### src/hw/rx_irq_pkg.sv
package rx_irq_pkg;

  // register byte addresses
  localparam logic [7:0] ADDR_PORT_SELECT = 8'h4c;
  localparam logic [7:0] ADDR_RSVD_A = 8'hd6;
  localparam logic [7:0] ADDR_RSVD_B = 8'hd7;
  localparam logic [7:0] ADDR_ENABLE_HIGH = 8'hd8;
  localparam logic [7:0] ADDR_ENABLE_LOW = 8'hd9;
  localparam logic [7:0] ADDR_STATUS_HIGH = 8'hda;
  localparam logic [7:0] ADDR_STATUS_LOW = 8'hdb;

  // reset values
  localparam logic [7:0] RESET_BYTE = 8'h00;
  localparam logic [7:0] RESET_PORT_SELECT = 8'h00;

  // implemented bits of each register, the rest reads zero
  localparam logic [7:0] ENABLE_HIGH_MASK = 8'h07;
  localparam logic [7:0] ENABLE_LOW_MASK = 8'h7f;
  localparam logic [7:0] STATUS_HIGH_MASK = 8'h1f;
  localparam logic [7:0] STATUS_LOW_MASK = 8'h7f;

  // field positions in the 16-bit {low, high} status/enable word
  localparam int unsigned BIT_CRC = 0;
  localparam int unsigned BIT_SEQ = 1;
  localparam int unsigned BIT_ENC = 2;
  localparam int unsigned BIT_SENS = 3;
  localparam int unsigned BIT_GPIO = 4;
  localparam int unsigned BIT_LOCK = 8;
  localparam int unsigned BIT_PASS = 9;
  localparam int unsigned BIT_PAR = 10;
  localparam int unsigned BIT_CSI = 11;
  localparam int unsigned BIT_BUF = 12;
  localparam int unsigned BIT_CNT = 13;
  localparam int unsigned BIT_LEN = 14;
  localparam int unsigned STATUS_W = 16;

  // gpio and sensor sources are gated by their own enables upstream
  localparam logic [15:0] UNGATED_MASK = 16'h0018;

  // per-port event inputs: pulses, except port_valid and lock (levels)
  typedef struct packed {
    logic sensor_change;
    logic gpio_change;
    logic enc_error;
    logic seq_error;
    logic crc_error;
    logic line_len_change;
    logic line_cnt_change;
    logic buffer_overflow;
    logic csi_error;
    logic parity_error;
    logic port_valid;
    logic lock;
  } port_events_t;

  // per-port one-cycle strobes: software read a source status register
  typedef struct packed {
    logic status_one;
    logic status_two;
    logic csi_status;
    logic gpio_status;
    logic sensor_rise;
    logic sensor_fall;
  } source_reads_t;

  // register access request from the control-bus target
  typedef struct packed {
    logic [7:0] addr;
    logic [7:0] wdata;
    logic wr;
    logic rd;
  } reg_req_t;

endpackage : rx_irq_pkg

### src/hw/rx_port_interrupt_ctrl.sv
`timescale 1ns/10ps
`default_nettype none
module rx_port_interrupt_ctrl #(
  parameter int NUM_PORTS = 2
) (
  // clock and reset
  input wire logic clk_sys,
  input wire logic reset_n,
  // register access from the control-bus target
  input wire rx_irq_pkg::reg_req_t reg_req,
  output logic [7:0] reg_rdata,
  output logic reg_rvalid,
  output logic reg_hit,
  // per-port events from the receive logic
  input wire rx_irq_pkg::port_events_t [NUM_PORTS-1:0] events,
  // per-port source status register read strobes
  input wire rx_irq_pkg::source_reads_t [NUM_PORTS-1:0] src_reads,
  // per-port interrupt requests
  output logic [NUM_PORTS-1:0] irq_req
);
  import rx_irq_pkg::*;

  localparam int IDX_W = (NUM_PORTS > 1) ? $clog2(NUM_PORTS) : 1;

  // true for every address this block answers with reg_hit high
  function automatic logic addr_is_mapped(input logic [7:0] addr);
    addr_is_mapped = (addr == ADDR_PORT_SELECT) || (addr == ADDR_RSVD_A) ||
                     (addr == ADDR_RSVD_B) || (addr == ADDR_ENABLE_HIGH) ||
                     (addr == ADDR_ENABLE_LOW) || (addr == ADDR_STATUS_HIGH) ||
                     (addr == ADDR_STATUS_LOW);
  endfunction : addr_is_mapped

  // true for addresses that have a copy per receive port
  function automatic logic addr_is_per_port(input logic [7:0] addr);
    addr_is_per_port = addr_is_mapped(addr) && (addr != ADDR_PORT_SELECT);
  endfunction : addr_is_per_port

  // port select register
  logic [7:0] sel_reg;
  logic [7:0] sel_next;
  logic [IDX_W-1:0] port_idx; // selected receive port
  logic port_ok; // low select bits name an existing port

  // per-port software registers
  logic [7:0] en_hi_reg [NUM_PORTS];
  logic [7:0] en_hi_next [NUM_PORTS];
  logic [7:0] en_lo_reg [NUM_PORTS];
  logic [7:0] en_lo_next [NUM_PORTS];
  logic [7:0] rsvd_a_reg [NUM_PORTS];
  logic [7:0] rsvd_a_next [NUM_PORTS];
  logic [7:0] rsvd_b_reg [NUM_PORTS];
  logic [7:0] rsvd_b_next [NUM_PORTS];

  // level history for change detection
  logic [NUM_PORTS-1:0] lock_prev_reg;
  logic [NUM_PORTS-1:0] lock_prev_next;
  logic [NUM_PORTS-1:0] pass_prev_reg;
  logic [NUM_PORTS-1:0] pass_prev_next;
  logic primed_reg; // history holds real samples
  logic primed_next;

  // sensor clear needs both rising and falling reads
  logic [NUM_PORTS-1:0] rise_seen_reg;
  logic [NUM_PORTS-1:0] rise_seen_next;
  logic [NUM_PORTS-1:0] fall_seen_reg;
  logic [NUM_PORTS-1:0] fall_seen_next;
  logic [NUM_PORTS-1:0] sens_clear; // both reads done while pending

  // per-port sticky status, set and clear vectors
  logic [STATUS_W-1:0] status [NUM_PORTS];
  logic [STATUS_W-1:0] set_vec [NUM_PORTS];
  logic [STATUS_W-1:0] clr_vec [NUM_PORTS];

  // response and request outputs
  logic [7:0] rdata_reg;
  logic [7:0] rdata_next;
  logic rvalid_reg;
  logic rvalid_next;
  logic hit_reg;
  logic hit_next;
  logic [NUM_PORTS-1:0] irq_reg;
  logic [NUM_PORTS-1:0] irq_next;

  // only the low IDX_W select bits pick a port; upper bits are ignored
  assign port_idx = sel_reg[IDX_W-1:0];
  assign port_ok = (int'(port_idx) < NUM_PORTS);

  // port select next value
  always_comb begin
    sel_next = sel_reg;
    if (reg_req.wr && (reg_req.addr == ADDR_PORT_SELECT)) begin
      sel_next = reg_req.wdata;
    end
  end

  // port select register
  always_ff @(posedge clk_sys or negedge reset_n) begin
    if (!reset_n) begin
      sel_reg <= RESET_PORT_SELECT;
    end else begin
      sel_reg <= sel_next;
    end
  end

  // writes reach only the selected port's copy
  always_comb begin
    for (int p = 0; p < NUM_PORTS; p++) begin
      en_hi_next[p] = en_hi_reg[p];
      en_lo_next[p] = en_lo_reg[p];
      rsvd_a_next[p] = rsvd_a_reg[p];
      rsvd_b_next[p] = rsvd_b_reg[p];
      if (reg_req.wr && port_ok && (int'(port_idx) == p)) begin
        unique case (reg_req.addr)
          // reserved bits are dropped on write
          ADDR_ENABLE_HIGH: en_hi_next[p] = reg_req.wdata & ENABLE_HIGH_MASK;
          ADDR_ENABLE_LOW: en_lo_next[p] = reg_req.wdata & ENABLE_LOW_MASK;
          // reserved storage bytes are kept as written
          ADDR_RSVD_A: rsvd_a_next[p] = reg_req.wdata;
          ADDR_RSVD_B: rsvd_b_next[p] = reg_req.wdata;
          // status and unmapped addresses ignore writes
          default: begin
          end
        endcase
      end
    end
  end

  // per-port software registers; enables start cleared
  always_ff @(posedge clk_sys or negedge reset_n) begin
    if (!reset_n) begin
      for (int p = 0; p < NUM_PORTS; p++) begin
        en_hi_reg[p] <= RESET_BYTE;
        en_lo_reg[p] <= RESET_BYTE;
        rsvd_a_reg[p] <= RESET_BYTE;
        rsvd_b_reg[p] <= RESET_BYTE;
      end
    end else begin
      for (int p = 0; p < NUM_PORTS; p++) begin
        en_hi_reg[p] <= en_hi_next[p];
        en_lo_reg[p] <= en_lo_next[p];
        rsvd_a_reg[p] <= rsvd_a_next[p];
        rsvd_b_reg[p] <= rsvd_b_next[p];
      end
    end
  end

  // level history; first sample after reset only primes it, so a lock
  // already up at release is not reported as a change
  always_comb begin
    primed_next = 1'b1;
    for (int p = 0; p < NUM_PORTS; p++) begin
      lock_prev_next[p] = events[p].lock;
      pass_prev_next[p] = events[p].port_valid;
    end
  end

  // level history registers
  always_ff @(posedge clk_sys or negedge reset_n) begin
    if (!reset_n) begin
      primed_reg <= 1'b0;
      lock_prev_reg <= '0;
      pass_prev_reg <= '0;
    end else begin
      primed_reg <= primed_next;
      lock_prev_reg <= lock_prev_next;
      pass_prev_reg <= pass_prev_next;
    end
  end

  // set and clear vectors for each port
  always_comb begin
    for (int p = 0; p < NUM_PORTS; p++) begin
      set_vec[p] = '0;
      clr_vec[p] = '0;
      set_vec[p][BIT_CRC] = events[p].crc_error;
      set_vec[p][BIT_SEQ] = events[p].seq_error;
      set_vec[p][BIT_ENC] = events[p].enc_error;
      set_vec[p][BIT_SENS] = events[p].sensor_change;
      set_vec[p][BIT_GPIO] = events[p].gpio_change;
      set_vec[p][BIT_LOCK] = primed_reg && (events[p].lock != lock_prev_reg[p]);
      set_vec[p][BIT_PASS] = primed_reg && (events[p].port_valid != pass_prev_reg[p]);
      set_vec[p][BIT_PAR] = events[p].parity_error;
      set_vec[p][BIT_CSI] = events[p].csi_error;
      set_vec[p][BIT_BUF] = events[p].buffer_overflow;
      set_vec[p][BIT_CNT] = events[p].line_cnt_change;
      set_vec[p][BIT_LEN] = events[p].line_len_change;
      // first status register clears the control-channel and link bits
      clr_vec[p][BIT_CRC] = src_reads[p].status_one;
      clr_vec[p][BIT_SEQ] = src_reads[p].status_one;
      clr_vec[p][BIT_LOCK] = src_reads[p].status_one;
      clr_vec[p][BIT_PASS] = src_reads[p].status_one;
      clr_vec[p][BIT_PAR] = src_reads[p].status_one;
      // second status register clears encoding and video bits
      clr_vec[p][BIT_ENC] = src_reads[p].status_two;
      clr_vec[p][BIT_BUF] = src_reads[p].status_two;
      clr_vec[p][BIT_CNT] = src_reads[p].status_two;
      clr_vec[p][BIT_LEN] = src_reads[p].status_two;
      // detail for CSI errors lives in the CSI receiver status register
      clr_vec[p][BIT_CSI] = src_reads[p].csi_status;
      clr_vec[p][BIT_GPIO] = src_reads[p].gpio_status;
      clr_vec[p][BIT_SENS] = sens_clear[p];
    end
  end

  // sensor status waits for both edge-status reads, in either order
  always_comb begin
    for (int p = 0; p < NUM_PORTS; p++) begin
      sens_clear[p] = status[p][BIT_SENS] &&
                      (rise_seen_reg[p] || src_reads[p].sensor_rise) &&
                      (fall_seen_reg[p] || src_reads[p].sensor_fall);
      if (!status[p][BIT_SENS] || sens_clear[p]) begin
        // a new event during the clear must see both reads again
        rise_seen_next[p] = 1'b0;
        fall_seen_next[p] = 1'b0;
      end else begin
        rise_seen_next[p] = rise_seen_reg[p] || src_reads[p].sensor_rise;
        fall_seen_next[p] = fall_seen_reg[p] || src_reads[p].sensor_fall;
      end
    end
  end

  // sensor read tracking registers
  always_ff @(posedge clk_sys or negedge reset_n) begin
    if (!reset_n) begin
      rise_seen_reg <= '0;
      fall_seen_reg <= '0;
    end else begin
      rise_seen_reg <= rise_seen_next;
      fall_seen_reg <= fall_seen_next;
    end
  end

  // one sticky status bank per receive port
  for (genvar g = 0; g < NUM_PORTS; g++) begin : g_bank
    sticky_flags #(
      .WIDTH(STATUS_W)
    ) u_flags (
      .clk_sys(clk_sys),
      .reset_n(reset_n),
      .set_bits(set_vec[g]),
      .clr_bits(clr_vec[g]),
      .flags(status[g])
    );
  end

  // request while any enabled status, or any gpio or sensor status, is pending
  always_comb begin
    for (int p = 0; p < NUM_PORTS; p++) begin
      irq_next[p] = |(status[p] & ({en_lo_reg[p], en_hi_reg[p]} | UNGATED_MASK));
    end
  end

  // the enable bits gate each condition except gpio and sensor onto the request
  always_ff @(posedge clk_sys or negedge reset_n) begin
    if (!reset_n) begin
      irq_reg <= '0;
    end else begin
      irq_reg <= irq_next;
    end
  end

  // read mux; reading this block's status does not clear it
  always_comb begin
    rdata_next = 8'h00;
    rvalid_next = reg_req.rd;
    hit_next = reg_req.rd && addr_is_mapped(reg_req.addr);
    if (reg_req.rd && (reg_req.addr == ADDR_PORT_SELECT)) begin
      rdata_next = sel_reg;
    end else if (reg_req.rd && port_ok && addr_is_per_port(reg_req.addr)) begin
      for (int p = 0; p < NUM_PORTS; p++) begin
        if (int'(port_idx) == p) begin
          unique case (reg_req.addr)
            ADDR_RSVD_A: rdata_next = rsvd_a_reg[p];
            ADDR_RSVD_B: rdata_next = rsvd_b_reg[p];
            ADDR_ENABLE_HIGH: rdata_next = en_hi_reg[p] & ENABLE_HIGH_MASK;
            ADDR_ENABLE_LOW: rdata_next = en_lo_reg[p] & ENABLE_LOW_MASK;
            ADDR_STATUS_HIGH: rdata_next = status[p][7:0] & STATUS_HIGH_MASK;
            ADDR_STATUS_LOW: rdata_next = status[p][15:8] & STATUS_LOW_MASK;
            default: rdata_next = 8'h00;
          endcase
        end
      end
    end
  end

  // response registers; unmapped reads answer zero with hit low
  always_ff @(posedge clk_sys or negedge reset_n) begin
    if (!reset_n) begin
      rdata_reg <= 8'h00;
      rvalid_reg <= 1'b0;
      hit_reg <= 1'b0;
    end else begin
      rdata_reg <= rdata_next;
      rvalid_reg <= rvalid_next;
      hit_reg <= hit_next;
    end
  end

  // outputs straight from flip-flops
  assign reg_rdata = rdata_reg;
  assign reg_rvalid = rvalid_reg;
  assign reg_hit = hit_reg;
  assign irq_req = irq_reg;

endmodule : rx_port_interrupt_ctrl
`default_nettype wire

### src/hw/sticky_flags.sv
`timescale 1ns/10ps
`default_nettype none
module sticky_flags #(
  parameter int WIDTH = 16
) (
  // clock and reset
  input wire logic clk_sys,
  input wire logic reset_n,
  // set and clear requests
  input wire logic [WIDTH-1:0] set_bits,
  input wire logic [WIDTH-1:0] clr_bits,
  // held flags
  output logic [WIDTH-1:0] flags
);

  logic [WIDTH-1:0] flags_reg; // held status
  logic [WIDTH-1:0] flags_next; // next status

  // set beats clear so an event in the clearing cycle is not lost
  always_comb begin
    flags_next = (flags_reg & ~clr_bits) | set_bits;
  end

  // register only
  always_ff @(posedge clk_sys or negedge reset_n) begin
    if (!reset_n) begin
      flags_reg <= '0;
    end else begin
      flags_reg <= flags_next;
    end
  end

  assign flags = flags_reg;

endmodule : sticky_flags
`default_nettype wire
### config.mk
export PLATFORM = sky130hd
export DESIGN_NAME = rx_port_interrupt_ctrl
export DESIGN_NICKNAME = d
export VERILOG_FILES = /design/src/hw/rx_irq_pkg.sv /design/src/hw/rx_port_interrupt_ctrl.sv /design/src/hw/sticky_flags.sv
export SDC_FILE = /design/constraint.sdc
export NUM_CORES = 1
export LEC_CHECK = 0
export ABC_AREA = 1
export BUFFER_PORTS_ARGS = -buffer_cell sky130_fd_sc_hd__buf_4
export CAP_MARGIN = 5
export CORE_ASPECT_RATIO = 0.5
export CORE_MARGIN = 2
export CORE_UTILIZATION = 62
export DETAILED_ROUTE_END_ITERATION = 16
export PLACE_DENSITY = 0.93
export SYNTH_ARGS = -nofsm -noshare
export SYNTH_HDL_FRONTEND = slang
export SYNTH_SLANG_ARGS = --single-unit
### constraint.sdc
create_clock -name clk_sys -period 3.95 [get_ports clk_sys]
set_input_delay 0.5925 -clock clk_sys [delete_from_list [all_inputs] [get_ports clk_sys]]
set_output_delay 0.5925 -clock clk_sys [all_outputs]
set_load 0.01 [all_outputs]
==> results.cfg <==
[global_routing]
grt_max_degree = 37
grt_pass1_vias = 4051
globalRouteTotalUtil_pct = 31.8
grt_pass1_wl_um = 20300
grt_overflow = 0
antenna_found_initial = 0

[timing]
fin_crit_ps = 2010
period_share_pct = 50.8
max_freq_mhz = 498
relSlewSlack_pct = 43.7
rsz0062_at_grt = false
finalHoldViolCount = 0
maxSlewViolCount = 0
worstMarginPinSlew_ps = 837
skew_ps = 5.89
setup_viol = 0
setup_tns_ps = 0

[routing]
ant_nets = 0
wl_per_cell_um = 16.5
routed_wl_um = 12600
drt_iter0_drc = 448
firstDrtPassIters = 5
vias = 4400
drc_errors = 0
via_per_inst = 5.76

[synthesis]
ys_async_sr_fraction_pct = 100
synth_area_sq_um = 4940
netlist.area_leader.share_pct = 53.2
synth_ff_type = dfrtp_1
synth.distinct_cells = 31
synthCells = 586
synth_top_area_cell = dfrtp_1
syn_avg_cell_area_sq_um = 8.43
netlist_top_cells_area = dfrtp_1 53%, nand2_1 12%, nand3_1 7.1%, inv_1 4.4%, o21ai_1 4.4%
ys_ff_latch = 105
ys_seq_area_share_pct = 53.2
synth-edff-count = 0
syn-num-nets = 642
yosysWarnings = 0

[floorplan]
die_x_um = 130
die_area_sq_um = 8740
die_h_um = 67.1
initial_core_util_pct = 65.7
pin_count = 68
row_count = 22
coreArea_sq_um = 7510

[clock_network]
cts.clk_slew.worst_paths_ps = 70
cts_sinks = 105
clockBufferDepth = 2
cts_root_buffer = clkbuf_16
cts_hold_buf = 0
tritoncts = built
clk_latency_ps = 350
cts-buffers-inserted = 9
htree_levels = 3
postCtsSetupRepairBufs = 0
ctsResizeCount = 0

[worst_setup_path]
reg2reg_depth = 4
r2r-start = sel_reg[0]$_DFFE_PN0P_
crit_fanout = 6
cp-endpoint = en_hi_reg[8]$_DFFE_PN0P_
cp-end-kind = flop
r2r_end = en_hi_reg[8]$_DFFE_PN0P_
rrSetupSlack_ps = 2230
crit_start = reg_req[11]
crit_required_ps = 4170
worstPathArrival_ps = 2220
start_kind = input port
worst-setup-path-type = in2reg

[placed_design]
place_area_sq_um = 5470
portBuffers = 67
place_hpwl_um = 9150
gp_congestion = 1.00

[power_and_ir_drop]
powerDensity_nw_per_um2 = 393
swShare_pct = 24.7
switching_power_mw = 0.560
pwr-share-seq_pct = 50.7
vdd_drop_max_mv = 0.317
report.power.total_mw = 2.27
power_frac_comb_pct = 8.6
p_int_mw = 1.71
pwr-share-clk_pct = 40.7
leakagePower_nw = 3.02

[finish]
fill_cells = 548
num-nets-final = 707
postLayoutCoreUtil_pct = 77.0
layout_common_cells = 163 x nand2_1, 105 x dfrtp_1, 71 x buf_4
largest_register_ff_count = 24
mostFrequentLayoutCell = nand2_1
drive_above_1_share_pct = 18.3
syn_to_final_growth_pct = 17.1
diodes = 0
postLayoutCellArea_sq_um = 5780

[worst_hold_path]
hold_class = in2async

[outcome]
status = finished, final reports clean

[job]
maxCapViolations = 0
==> metrics by stage <==
step | cells | setup WS [ps] | hold WS (ps)
final | 764 | 1940 | 177
after detailed placement | 748 | 1670 | 468
after global routing | 764 | 1830 | 206
after CTS | 764 | 2020 | 185
after floorplan | 586 | 2300 | 297
after global placement | 748 | 1730 | 464
==> layer usage <==
layer | up-vias | routed length (um) | track usage [%]
met5 | - | 0 | 0
met4 | 0 | 232 | 10.2
met3 | 30 | 1460 | 9.24
li1 | 2026 | - | -
met2 | 298 | 5590 | 48.7
met1 | 2046 | 5350 | 44.3
==> critical path, stage by stage <==
cell and delay [ps]:
buf_4 120, inv_2 50, nand2_1 120, nor4_1 720
nand2_1 370, nand2_1 150, o21ai_0 90
==> layout make-up <==
type                    instances  area [sq um]  area share (%)
inverters                      63           238            4.11
well taps                     108           135            2.34
clock buffers                  10           239            4.13
flip-flops and latches        105          2630            45.4
clock inverters                 6          72.6            1.25
repair buffers                 71           533            9.22
multi-input cells             401          1940            33.5
==> logic make-up (layout without fill, tap and decap cells) <==
group,after synthesis,count (layout),share of synthesized area (%)
AND/OR/NAND/NOR,303,303,27.3
buffers and inverters,80,150,7.55
other,1,1,0.0759
AO/OA/AOI/OAI,97,97,11.9
flip-flops,105,105,53.2
==> synth_stat cells (2+ instances only) <==
master    number
nor2_1        43
nand3_1       70
nand3b_1       4
o21bai_1      20
a21oi_1        2
o21ai_2        8
inv_2          4
nor2_2         2
nor4_1         2
dfrtp_1      105
nand2_1      163
buf_2          6
inv_1         58
o21ai_1       43
o22ai_1        4
nor2_4         3
buf_6          8
a221oi_1       4
nand2_2        8
o21ai_0       16
nand2_4        3
==> worst min-delay path by stage <==
stage	end	start	slack (ps)
floorplan	en_hi_reg[0]$_DFFE_PN0P_	reset_n	300
global placement	reg_rdata[3]$_DFF_PN0_	sel_reg[3]$_DFFE_PN0P_	460
detailed placement	sel_reg[4]$_DFFE_PN0P_	sel_reg[4]$_DFFE_PN0P_	470
CTS	en_hi_reg[0]$_DFFE_PN0P_	reset_n	180
global route	g_bank[1].u_flags.flags[1]$_DFF_PN0_	reset_n	210
finish	en_hi_reg[0]$_DFFE_PN0P_	reset_n	180
==> power by group through the flow <==
stage | Combinational [mW] | Clock [mW] | Sequential [mW]
global placement | 0.184 | 0 | 1.17
floorplan | 0.0925 | 0 | 1.16
CTS | 0.194 | 0.929 | 1.15
detailed placement | 0.193 | 0 | 1.17
global route | 0.215 | 0.984 | 1.16
finish | 0.194 | 0.924 | 1.15
(Power assumes the default switching activity.)
